==> config.mk <==
export PLATFORM = sky130hd
export DESIGN_NAME = main_timer
export DESIGN_NICKNAME = d
export VERILOG_FILES = /design/src/main_timer_pkg.sv /design/src/main_timer.sv
export SDC_FILE = /design/constraint.sdc
export NUM_CORES = 1
export LEC_CHECK = 0
export ABC_CLOCK_PERIOD_IN_PS = 2320
export BUFFER_PORTS_ARGS = -buffer_cell sky130_fd_sc_hd__buf_2
export CAP_MARGIN = 20
export CELL_PAD_IN_SITES_DETAIL_PLACEMENT = 0
export CELL_PAD_IN_SITES_GLOBAL_PLACEMENT = 1
export CORE_MARGIN = 4
export CORE_UTILIZATION = 39
export DETAILED_ROUTE_END_ITERATION = 8
export PLACE_DENSITY_LB_ADDON = 0.25
export SYNTH_ARGS = -nofsm -noshare
export SYNTH_HDL_FRONTEND = slang
export SYNTH_SLANG_ARGS = --single-unit
==> constraint.sdc <==
create_clock -name aclk -period 2.32 [get_ports aclk]
set_input_delay 0.232 -clock aclk [delete_from_list [all_inputs] [get_ports aclk]]
set_output_delay 0.232 -clock aclk [all_outputs]
set_load 0.02 [all_outputs]
==> src/main_timer_pkg.sv <==
// package: register map, field positions and constants of the main timer
`default_nettype none
package main_timer_pkg;
	localparam logic [7:0] ADDR_COUNTER = 8'h00;
	localparam logic [7:0] ADDR_MASK2 = 8'h04;
	localparam logic [7:0] ADDR_FLAG2 = 8'h08;
	localparam logic [7:0] ADDR_TEST = 8'h0c;
	localparam logic [7:0] ADDR_COUNTER_HI = 8'h10;
	localparam logic [7:0] ADDR_COUNTER_LO = 8'h14;
	localparam logic [7:0] ADDR_IRQ_STATUS = 8'h18;
	localparam logic [7:0] ADDR_IRQ_CLEAR = 8'h1c;
	localparam logic [7:0] ADDR_IRQ_ENABLE = 8'h20;
	localparam logic [7:0] ADDR_MODE = 8'h24;
	localparam int WRAP_FLAG_BIT = 7;
	localparam int WRAP_IRQ_EN_BIT = 7;
	localparam int PRESCALE_LO_BIT = 0;
	localparam int BYPASS_BIT = 2;
	localparam int SPECIAL_MODE_BIT = 0;
	localparam logic [1:0] PRESCALE_RESET = 2'h0;
	localparam logic [15:0] COUNTER_RESET = 16'h0000;
	localparam logic [15:0] COUNTER_ALL_ONES = 16'hffff;
	localparam logic [3:0] DIV_MAX_1 = 4'h0;
	localparam logic [3:0] DIV_MAX_4 = 4'h3;
	localparam logic [3:0] DIV_MAX_8 = 4'h7;
	localparam logic [3:0] DIV_MAX_16 = 4'hf;
	localparam logic [6:0] PROTECT_WINDOW_CYCLES = 7'h40;
	localparam logic [1:0] RESP_OKAY = 2'h0;
	localparam logic [1:0] RESP_SLVERR = 2'h2;
	typedef struct packed {
		logic [1:0] prescale;
		logic wrap_irq_enable;
	} timer_ctrl_s;
endpackage
`default_nettype wire

==> src/main_timer.sv <==
// main timer: 16-bit free-running counter, prescaler, wrap flag, bypass, axi4-lite slave
`default_nettype none
// What this block does
// counter advances through prescaler chosen by two-bit field; 00 gives 1, 11 gives 16.
// prescale code 01 divides by 4, code 10 divides by 8.
// after reset prescale is divide-by-1, counting every clock.
// normal mode: prescale changes once, only in first 64 cycles after reset.
// wrap flag sets whenever counter rolls from all ones to zero.
// writing one to bit 7 of flag register 2 clears flag; zero leaves it.
// with irq enable one, a set flag requests an interrupt; with it zero, irq comes only from irq status and its own enable.
// wrap flag behaves the same whatever the irq enable bit.
// counter keeps running after wrap even with flag still set.
// bypass bit writable only in special modes; normal-mode writes ignored.
// bypass skips prescaler and clocks both counter halves every cycle.
// interrupt request stays high while flag and enable are both one.
// counter starts at zero, counts up; normal mode cannot load or halt it.
// reading high byte freezes low-byte buffer until the next read is taken, for matched read.
module main_timer (
	input wire logic aclk,
	input wire logic aresetn,
	input wire logic [7:0] s_axi_awaddr,
	input wire logic s_axi_awvalid,
	output logic s_axi_awready,
	input wire logic [31:0] s_axi_wdata,
	input wire logic [3:0] s_axi_wstrb,
	input wire logic s_axi_wvalid,
	output logic s_axi_wready,
	output logic [1:0] s_axi_bresp,
	output logic s_axi_bvalid,
	input wire logic s_axi_bready,
	input wire logic [7:0] s_axi_araddr,
	input wire logic s_axi_arvalid,
	output logic s_axi_arready,
	output logic [31:0] s_axi_rdata,
	output logic [1:0] s_axi_rresp,
	output logic s_axi_rvalid,
	input wire logic s_axi_rready,
	output logic irq
);
	logic [15:0] count_r;
	logic [3:0] presc_cnt_r;
	main_timer_pkg::timer_ctrl_s ctrl_r;
	logic presc_locked_r;
	logic [6:0] age_r;
	logic wrap_flag_r;
	logic bypass_r;
	logic special_mode_r;
	logic [7:0] low_buf_r;
	logic low_freeze_r;
	logic irq_status_r;
	logic irq_enable_r;
	logic [7:0] aw_addr_r;
	logic aw_have_r;
	logic [31:0] w_data_r;
	logic [3:0] w_strb_r;
	logic w_have_r;

	// prescaler tick
	logic [3:0] div_max;
	logic tick;
	logic wrap;
	assign div_max = (ctrl_r.prescale == 2'h0) ? main_timer_pkg::DIV_MAX_1 :
		(ctrl_r.prescale == 2'h1) ? main_timer_pkg::DIV_MAX_4 :
		(ctrl_r.prescale == 2'h2) ? main_timer_pkg::DIV_MAX_8 :
		main_timer_pkg::DIV_MAX_16;
	assign tick = bypass_r || (presc_cnt_r >= div_max);
	assign wrap = tick && (count_r == main_timer_pkg::COUNTER_ALL_ONES);

	// write channel
	logic wr_fire;
	logic [7:0] wr_addr;
	logic [31:0] wr_data;
	logic [3:0] wr_strb;
	assign s_axi_awready = !aw_have_r && !s_axi_bvalid;
	assign s_axi_wready = !w_have_r && !s_axi_bvalid;
	assign wr_addr = aw_have_r ? aw_addr_r : s_axi_awaddr;
	assign wr_data = w_have_r ? w_data_r : s_axi_wdata;
	assign wr_strb = w_have_r ? w_strb_r : s_axi_wstrb;
	assign wr_fire = (aw_have_r || (s_axi_awvalid && s_axi_awready)) &&
		(w_have_r || (s_axi_wvalid && s_axi_wready));
	logic wr_b0;
	assign wr_b0 = wr_fire && wr_strb[0];
	logic wr_mask2;
	logic wr_flag2;
	logic wr_test;
	logic wr_iclr;
	logic wr_ien;
	logic wr_mode;
	logic wr_known;
	assign wr_mask2 = wr_b0 && (wr_addr == main_timer_pkg::ADDR_MASK2);
	assign wr_flag2 = wr_b0 && (wr_addr == main_timer_pkg::ADDR_FLAG2);
	assign wr_test = wr_b0 && (wr_addr == main_timer_pkg::ADDR_TEST);
	assign wr_iclr = wr_b0 && (wr_addr == main_timer_pkg::ADDR_IRQ_CLEAR);
	assign wr_ien = wr_b0 && (wr_addr == main_timer_pkg::ADDR_IRQ_ENABLE);
	assign wr_mode = wr_b0 && (wr_addr == main_timer_pkg::ADDR_MODE);
	assign wr_known = (wr_addr == main_timer_pkg::ADDR_MASK2) || (wr_addr == main_timer_pkg::ADDR_FLAG2) ||
		(wr_addr == main_timer_pkg::ADDR_TEST) || (wr_addr == main_timer_pkg::ADDR_IRQ_CLEAR) ||
		(wr_addr == main_timer_pkg::ADDR_IRQ_ENABLE) || (wr_addr == main_timer_pkg::ADDR_MODE) ||
		(wr_addr == main_timer_pkg::ADDR_COUNTER) || (wr_addr == main_timer_pkg::ADDR_COUNTER_HI) ||
		(wr_addr == main_timer_pkg::ADDR_COUNTER_LO) || (wr_addr == main_timer_pkg::ADDR_IRQ_STATUS);

	// prescale write permission
	logic presc_ok;
	logic [1:0] presc_new;
	assign presc_new = wr_data[main_timer_pkg::PRESCALE_LO_BIT +: 2];
	assign presc_ok = special_mode_r || (!presc_locked_r && (age_r < main_timer_pkg::PROTECT_WINDOW_CYCLES));
	logic wrap_clear;
	assign wrap_clear = wr_flag2 && wr_data[main_timer_pkg::WRAP_FLAG_BIT];

	// read channel
	logic rd_fire;
	logic [31:0] rd_word;
	logic rd_known;
	logic [7:0] low_view;
	assign s_axi_arready = !s_axi_rvalid;
	assign rd_fire = s_axi_arvalid && s_axi_arready;
	assign low_view = low_freeze_r ? low_buf_r : count_r[7:0];
	assign rd_known = wr_known_rd(s_axi_araddr);
	assign rd_word =
		(s_axi_araddr == main_timer_pkg::ADDR_COUNTER) ? {16'h0000, count_r} :
		(s_axi_araddr == main_timer_pkg::ADDR_COUNTER_HI) ? {24'h000000, count_r[15:8]} :
		(s_axi_araddr == main_timer_pkg::ADDR_COUNTER_LO) ? {24'h000000, low_view} :
		(s_axi_araddr == main_timer_pkg::ADDR_MASK2) ? {24'h000000, ctrl_r.wrap_irq_enable, 5'h00, ctrl_r.prescale} :
		(s_axi_araddr == main_timer_pkg::ADDR_FLAG2) ? {24'h000000, wrap_flag_r, 7'h00} :
		(s_axi_araddr == main_timer_pkg::ADDR_TEST) ? {29'h00000000, bypass_r, 2'h0} :
		(s_axi_araddr == main_timer_pkg::ADDR_IRQ_STATUS) ? {31'h00000000, irq_status_r} :
		(s_axi_araddr == main_timer_pkg::ADDR_IRQ_ENABLE) ? {31'h00000000, irq_enable_r} :
		(s_axi_araddr == main_timer_pkg::ADDR_MODE) ? {31'h00000000, special_mode_r} : 32'h00000000;
	logic rd_hi;
	assign rd_hi = rd_fire && (s_axi_araddr == main_timer_pkg::ADDR_COUNTER_HI);

	function automatic logic wr_known_rd(input logic [7:0] a);
		wr_known_rd = (a == main_timer_pkg::ADDR_MASK2) || (a == main_timer_pkg::ADDR_FLAG2) ||
			(a == main_timer_pkg::ADDR_TEST) || (a == main_timer_pkg::ADDR_IRQ_ENABLE) ||
			(a == main_timer_pkg::ADDR_MODE) || (a == main_timer_pkg::ADDR_COUNTER) ||
			(a == main_timer_pkg::ADDR_COUNTER_HI) || (a == main_timer_pkg::ADDR_COUNTER_LO) ||
			(a == main_timer_pkg::ADDR_IRQ_STATUS) || (a == main_timer_pkg::ADDR_IRQ_CLEAR);
	endfunction

	assign irq = ((wrap_flag_r && ctrl_r.wrap_irq_enable) || (irq_status_r && irq_enable_r)); // see R07

	// counter and prescaler
	always_ff @(posedge aclk) begin
		if (!aresetn) begin
			count_r <= main_timer_pkg::COUNTER_RESET;
			presc_cnt_r <= 4'h0;
		end else begin
			presc_cnt_r <= tick ? 4'h0 : presc_cnt_r + 4'h1;
			if (tick) begin
				count_r <= count_r + 16'h0001; // see R09
			end
		end
	end

	// control, flags, protection window
	always_ff @(posedge aclk) begin
		if (!aresetn) begin
			ctrl_r.prescale <= main_timer_pkg::PRESCALE_RESET;
			ctrl_r.wrap_irq_enable <= 1'b0;
			presc_locked_r <= 1'b0;
			age_r <= 7'h00;
			wrap_flag_r <= 1'b0;
			bypass_r <= 1'b0;
			special_mode_r <= 1'b0;
			irq_status_r <= 1'b0;
			irq_enable_r <= 1'b0;
		end else begin
			if (age_r < main_timer_pkg::PROTECT_WINDOW_CYCLES) begin
				age_r <= age_r + 7'h01;
			end
			if (wr_mask2) begin
				ctrl_r.wrap_irq_enable <= wr_data[main_timer_pkg::WRAP_IRQ_EN_BIT];
				if (presc_ok) begin
					ctrl_r.prescale <= presc_new;
					presc_locked_r <= !special_mode_r;
				end
			end
			if (wrap) begin
				wrap_flag_r <= 1'b1; // see R05
			end else if (wrap_clear) begin
				wrap_flag_r <= 1'b0;
			end
			if (wrap) begin
				irq_status_r <= 1'b1;
			end else if (wr_iclr && wr_data[0]) begin
				irq_status_r <= 1'b0;
			end
			if (wr_ien) begin
				irq_enable_r <= wr_data[0];
			end
			if (wr_mode) begin
				special_mode_r <= wr_data[main_timer_pkg::SPECIAL_MODE_BIT];
			end
			if (wr_test && special_mode_r) begin
				bypass_r <= wr_data[main_timer_pkg::BYPASS_BIT];
			end else if (wr_mode && !wr_data[main_timer_pkg::SPECIAL_MODE_BIT]) begin
				bypass_r <= 1'b0;
			end
		end
	end

	// low byte buffer freeze
	always_ff @(posedge aclk) begin
		if (!aresetn) begin
			low_buf_r <= 8'h00;
			low_freeze_r <= 1'b0;
		end else begin
			// held until the next read is taken: a following read cannot be accepted one cycle later
			if (rd_hi) begin
				low_freeze_r <= 1'b1;
				low_buf_r <= count_r[7:0];
			end else if (rd_fire) begin
				low_freeze_r <= 1'b0;
			end
		end
	end

	// axi write side
	always_ff @(posedge aclk) begin
		if (!aresetn) begin
			aw_have_r <= 1'b0;
			w_have_r <= 1'b0;
			aw_addr_r <= 8'h00;
			w_data_r <= 32'h00000000;
			w_strb_r <= 4'h0;
			s_axi_bvalid <= 1'b0;
			s_axi_bresp <= main_timer_pkg::RESP_OKAY;
		end else begin
			if (wr_fire) begin
				aw_have_r <= 1'b0;
				w_have_r <= 1'b0;
				s_axi_bvalid <= 1'b1;
				s_axi_bresp <= wr_known ? main_timer_pkg::RESP_OKAY : main_timer_pkg::RESP_SLVERR;
			end else begin
				if (s_axi_awvalid && s_axi_awready) begin
					aw_have_r <= 1'b1;
					aw_addr_r <= s_axi_awaddr;
				end
				if (s_axi_wvalid && s_axi_wready) begin
					w_have_r <= 1'b1;
					w_data_r <= s_axi_wdata;
					w_strb_r <= s_axi_wstrb;
				end
				if (s_axi_bvalid && s_axi_bready) begin
					s_axi_bvalid <= 1'b0;
				end
			end
		end
	end

	// axi read side
	always_ff @(posedge aclk) begin
		if (!aresetn) begin
			s_axi_rvalid <= 1'b0;
			s_axi_rdata <= 32'h00000000;
			s_axi_rresp <= main_timer_pkg::RESP_OKAY;
		end else if (rd_fire) begin
			s_axi_rvalid <= 1'b1;
			s_axi_rdata <= rd_word;
			s_axi_rresp <= rd_known ? main_timer_pkg::RESP_OKAY : main_timer_pkg::RESP_SLVERR;
		end else if (s_axi_rready) begin
			s_axi_rvalid <= 1'b0;
		end
	end

	// checks
	a_wrap_sets_flag: assert property (@(posedge aclk) disable iff (!aresetn) wrap |=> wrap_flag_r)
		else $error("wrap flag not set after rollover");
	a_clear_one_only: assert property (@(posedge aclk) disable iff (!aresetn)
		(wr_flag2 && !wr_data[main_timer_pkg::WRAP_FLAG_BIT] && wrap_flag_r) |=> wrap_flag_r)
		else $error("flag cleared by zero write");
	a_clear_takes: assert property (@(posedge aclk) disable iff (!aresetn) (wrap_clear && !wrap) |=> !wrap_flag_r)
		else $error("flag not cleared");
	a_irq_level: assert property (@(posedge aclk) disable iff (!aresetn)
		(wrap_flag_r && ctrl_r.wrap_irq_enable) |-> irq)
		else $error("irq low while flag and enable set");
	a_irq_masked: assert property (@(posedge aclk) disable iff (!aresetn)
		(!ctrl_r.wrap_irq_enable && !(irq_status_r && irq_enable_r)) |-> !irq)
		else $error("irq high while masked");
	a_count_runs: assert property (@(posedge aclk) disable iff (!aresetn)
		(wrap_flag_r && tick) |=> count_r == $past(count_r) + 16'h0001)
		else $error("counter stalled");
	a_presc_locked: assert property (@(posedge aclk) disable iff (!aresetn)
		(!special_mode_r && (presc_locked_r || age_r >= main_timer_pkg::PROTECT_WINDOW_CYCLES)) |=> $stable(ctrl_r.prescale))
		else $error("prescale changed outside window");
	a_bypass_guard: assert property (@(posedge aclk) disable iff (!aresetn)
		(!special_mode_r && !wr_mode) |=> $stable(bypass_r))
		else $error("bypass written in normal mode");
	a_bypass_tick: assert property (@(posedge aclk) disable iff (!aresetn) bypass_r |-> tick)
		else $error("bypass not counting each cycle");
	a_div16_gap: assert property (@(posedge aclk) disable iff (!aresetn)
		(tick && !special_mode_r && ctrl_r.prescale == 2'h3 && $stable(ctrl_r.prescale)) |=> !tick [*8])
		else $error("divide by 16 ticked early");
	a_low_frozen: assert property (@(posedge aclk) disable iff (!aresetn) rd_hi |=> low_view == $past(count_r[7:0]))
		else $error("low byte not frozen");
	a_freeze_holds: assert property (@(posedge aclk) disable iff (!aresetn)
		(low_freeze_r && !rd_fire) |=> (low_freeze_r && $stable(low_buf_r)))
		else $error("low byte freeze released early");
	a_count_hold: assert property (@(posedge aclk) disable iff (!aresetn) !tick |=> $stable(count_r))
		else $error("counter moved without a tick");
	a_flag_stays: assert property (@(posedge aclk) disable iff (!aresetn)
		(wrap_flag_r && !wrap_clear) |=> wrap_flag_r)
		else $error("wrap flag dropped without a clear");
endmodule // main_timer
`default_nettype wire

==> results_dict.tcl <==
set metrics [dict create \
    status "finished clean" \
    syn_to_final_growth_pct 14.5 \
    power_frac_seq 0.484 \
    finalCritPeriodShare 0.936 \
    multi_input_area_um2 2200 \
    drv_slew 0 \
    p_int_mw 2.19 \
    cts.sinks 80 \
    fp.dieH_um 110 \
    first_global_vias 3444 \
    wl_mm 9.80 \
    clk_pin_slew_ps 90 \
    layout.nets 596 \
    yosysWarningCount 0 \
    r2r_cells 8 \
    cts_setup_buffers 0 \
    synth_top_cell_area_share 0.396 \
    finalInstanceArea_um2 4630 \
    hold_class "primary input to flop" \
    io_pins 101 \
    tns_ps 0 \
    drive_above_1_share 0.194 \
    cts-buffers-inserted 9 \
    clockRootBuffer "clkbuf_8" \
    finalSetupViolations 0 \
    drc 0 \
    relSlewSlack 0.620 \
    p_leak_nw 1.83 \
    grt.total_usage 0.171 \
    synthTopCellsByArea "dfxtp_1, mux2i_1, a21oi_1" \
    cp_max_fo 10 \
    synth_top_flop_cell "dfxtp_1" \
    cp-endpoint "count_r[13]" \
    end_kind "flop" \
    synthesis.instances 479 \
    cellPowerDensity_nw_per_um2 649 \
    clock_latency_ps 350 \
    first_iter_violations 251 \
    cap_violations 0 \
    ctsHoldBuffers 0 \
    initial_core_util 0.406 \
    viasPerCell 5.34 \
    hold_violations 0 \
    cts_tree "done" \
    yosysTopAreaCell "dfxtp_1" \
    portBuffers 51 \
    place.gp.congestion 0.792 \
    num_rows 36 \
    antennaDiodeCount 0 \
    wl_per_cell_um 14.7 \
    first_pass_iters 4 \
    cts.path.max_buffers 2 \
    ir_worst_vdd_mv 0.277 \
    crit_type "flop to flop" \
    ys_async_sr_fraction 0 \
    synth_cell_types 60 \
    fin_crit_ps 2170 \
    yosysSeqAreaShare 0.396 \
    coreArea_um2 9950 \
    antenna_found_initial 0 \
    grt_max_degree 32 \
    gr-total-overflow 0 \
    max_freq_ghz 0.461 \
    cts-resized-gates 0 \
    dieArea_um2 12100 \
    ys_ff_latch 80 \
    regArea_um2 1600 \
    startpoint_type "flop" \
    cts.htree.levels 3 \
    fillers 980 \
    critical_path_arrival_ps 2450 \
    pwr-share-clk 0.394 \
    final.setup_skew_ps 12.8 \
    critPathRequiredTime_ps 2600 \
    die_w_um 110 \
    postRouteAntennaNets 0 \
    grt_pass1_wl_mm 16.4 \
    syn_area_per_cell_um2 8.44 \
    timing.rr.end "count_r[13]" \
    switching_share 0.272 \
    post_dp_cell_area_um2 4400 \
    syn-cell-area_um2 4040 \
    synth_edf_count 0 \
    power_switching_mw 0.816 \
    dp_hpwl_mm 7.11 \
    num_vias 3564 \
    rsz0062_at_grt "false" \
    r2r_start "ctrl_r[2]" \
    r2r_setup_slack_ps 150 \
    tightestPinTransition_ps 563 \
    p_comb_frac 0.122 \
    cp-startpoint "ctrl_r[2]" \
]
[area by class of cell]
type	count	area share
clock buffer	10	0.0297
clock inverter	6	0.0197
inverter	10	0.00811
multi-input combinational	360	0.476
sequential	80	0.346
tap	133	0.0360
timing repair buffer	69	0.0844
[routing by layer]
layer / wire length [µm] / track usage / part of all wire / vias to the layer above
li1: - / - / - / 1775
met1: 4740 / 0.237 / 0.48 / 1701
met2: 4400 / 0.268 / 0.45 / 80
met3: 551 / 0.0376 / 0.056 / 8
met4: 106 / 0.0463 / 0.011 / 0
met5: 0 / 0 / 0 / -
[synthesized netlist by cell type, drive strengths merged (2+ instances only)]
cell type	n
nand2	44
nor4	5
nand3	29
nor2b	4
or3	5
xor2	5
nand2b	10
nor3b	5
mux2i	26
xnor2	6
a31oi	5
clkbuf	18
o21ai	24
nand4	5
a2bb2oi	4
a21oi	48
a22o	2
inv	10
and4	2
nor3	11
o21a	2
and3	4
nand3b	4
mux2	5
a22oi	5
nor2	37
buf	28
or4	8
ha	7
dfxtp	80
or2	5
o31ai	8
[cell usage in the layout (no fill, tap or decap), types with 3 or more instances in the layout]
master / count
xor2_1: 5
clkbuf_8: 10
nor3b_1: 5
and3_1: 4
a21oi_1: 47
or4_1: 7
nor3_1: 10
nand4_1: 5
a2bb2oi_1: 4
nand3b_1: 4
nor2_1: 37
mux2i_1: 26
nor4_1: 5
ha_1: 7
a22oi_1: 5
o31ai_1: 8
mux2_2: 5
a31oi_1: 5
nand2_1: 43
o21ai_0: 22
dfxtp_1: 80
xnor2_1: 6
or2_2: 3
nand3_1: 29
or3_1: 5
conb_1: 18
buf_4: 18
inv_1: 8
buf_2: 51
nor2b_1: 3
nand2b_1: 10
[stage by stage]
step | hold WS, ps | worst slack [ps] | util | power, mW | instances
final | 51.4 | 149 | 0.465 | 3.00 | 668
after global routing | 38.7 | 32.7 | 0.465 | 3.14 | 668
after CTS | 37.0 | 126 | 0.465 | 3.03 | 668
after detailed placement | 428 | 164 | 0.442 | 1.85 | 652
after global placement | 416 | 203 | 0.442 | 1.84 | 652
after floorplan | 331 | 210 | - | 1.76 | 496
[registers in the layout, indices dropped and copies added, names as in the netlist, 3 cells and up]
register / flops
ctrl_r: 3
count_r: 16
presc_cnt_r: 4
aw_addr_r: 8
low_buf_r: 8
age_r: 7
w_data_r: 4
s_axi_rdata: 16
[how the worst min path moves through the flow]
| stage | cells past startpoint | slack, ps | end | from |
|---|---|---|---|---|
| 2_1_floorplan | 1 | 330 | s_axi_rvalid | s_axi_rready |
| 3_3_place_gp | 2 | 420 | s_axi_rvalid | s_axi_rready |
| 3_5_place_dp | 2 | 430 | s_axi_rvalid | s_axi_rready |
| 4_1_cts | 2 | 40 | s_axi_rvalid | s_axi_rready |
| 5_1_grt | 2 | 40 | s_axi_rvalid | s_axi_rready |
| 6_report | 2 | 50 | s_axi_rvalid | s_axi_rready |
[worst max-delay path, stage by stage, from the launching register on]
cell and delay (ps):
dfxtp_1 320, or2_2 310, ha_1 270, nand2b_1 110, a21oi_2 60, or2_1 220
buf_4 170, or4_1 490, a21oi_1 150
[power by group through the flow]
stage / registers [mW] / clock network, mW / logic (mW)
floorplan: 1.49 / 0 / 0.265
global placement: 1.48 / 0 / 0.360
detailed placement: 1.49 / 0 / 0.366
CTS: 1.45 / 1.21 / 0.367
global route: 1.46 / 1.27 / 0.407
finish: 1.45 / 1.18 / 0.367
[cells by family (layout without fill, tap and decap cells)]
kind of cell | count (synthesis) | after routing | share of synthesized area
other | 1 | 18 | 0.000928
multiplexers | 31 | 31 | 0.0783
AND/OR/NAND/NOR | 184 | 184 | 0.239
AO/OA/AOI/OAI | 109 | 109 | 0.165
XOR/XNOR | 11 | 11 | 0.0238
adder cells (fa/ha/maj) | 7 | 7 | 0.0217
buffers and inverters | 56 | 95 | 0.0755
flip-flops | 80 | 80 | 0.396
No activity file was read; power rests on OpenSTA's default activity.
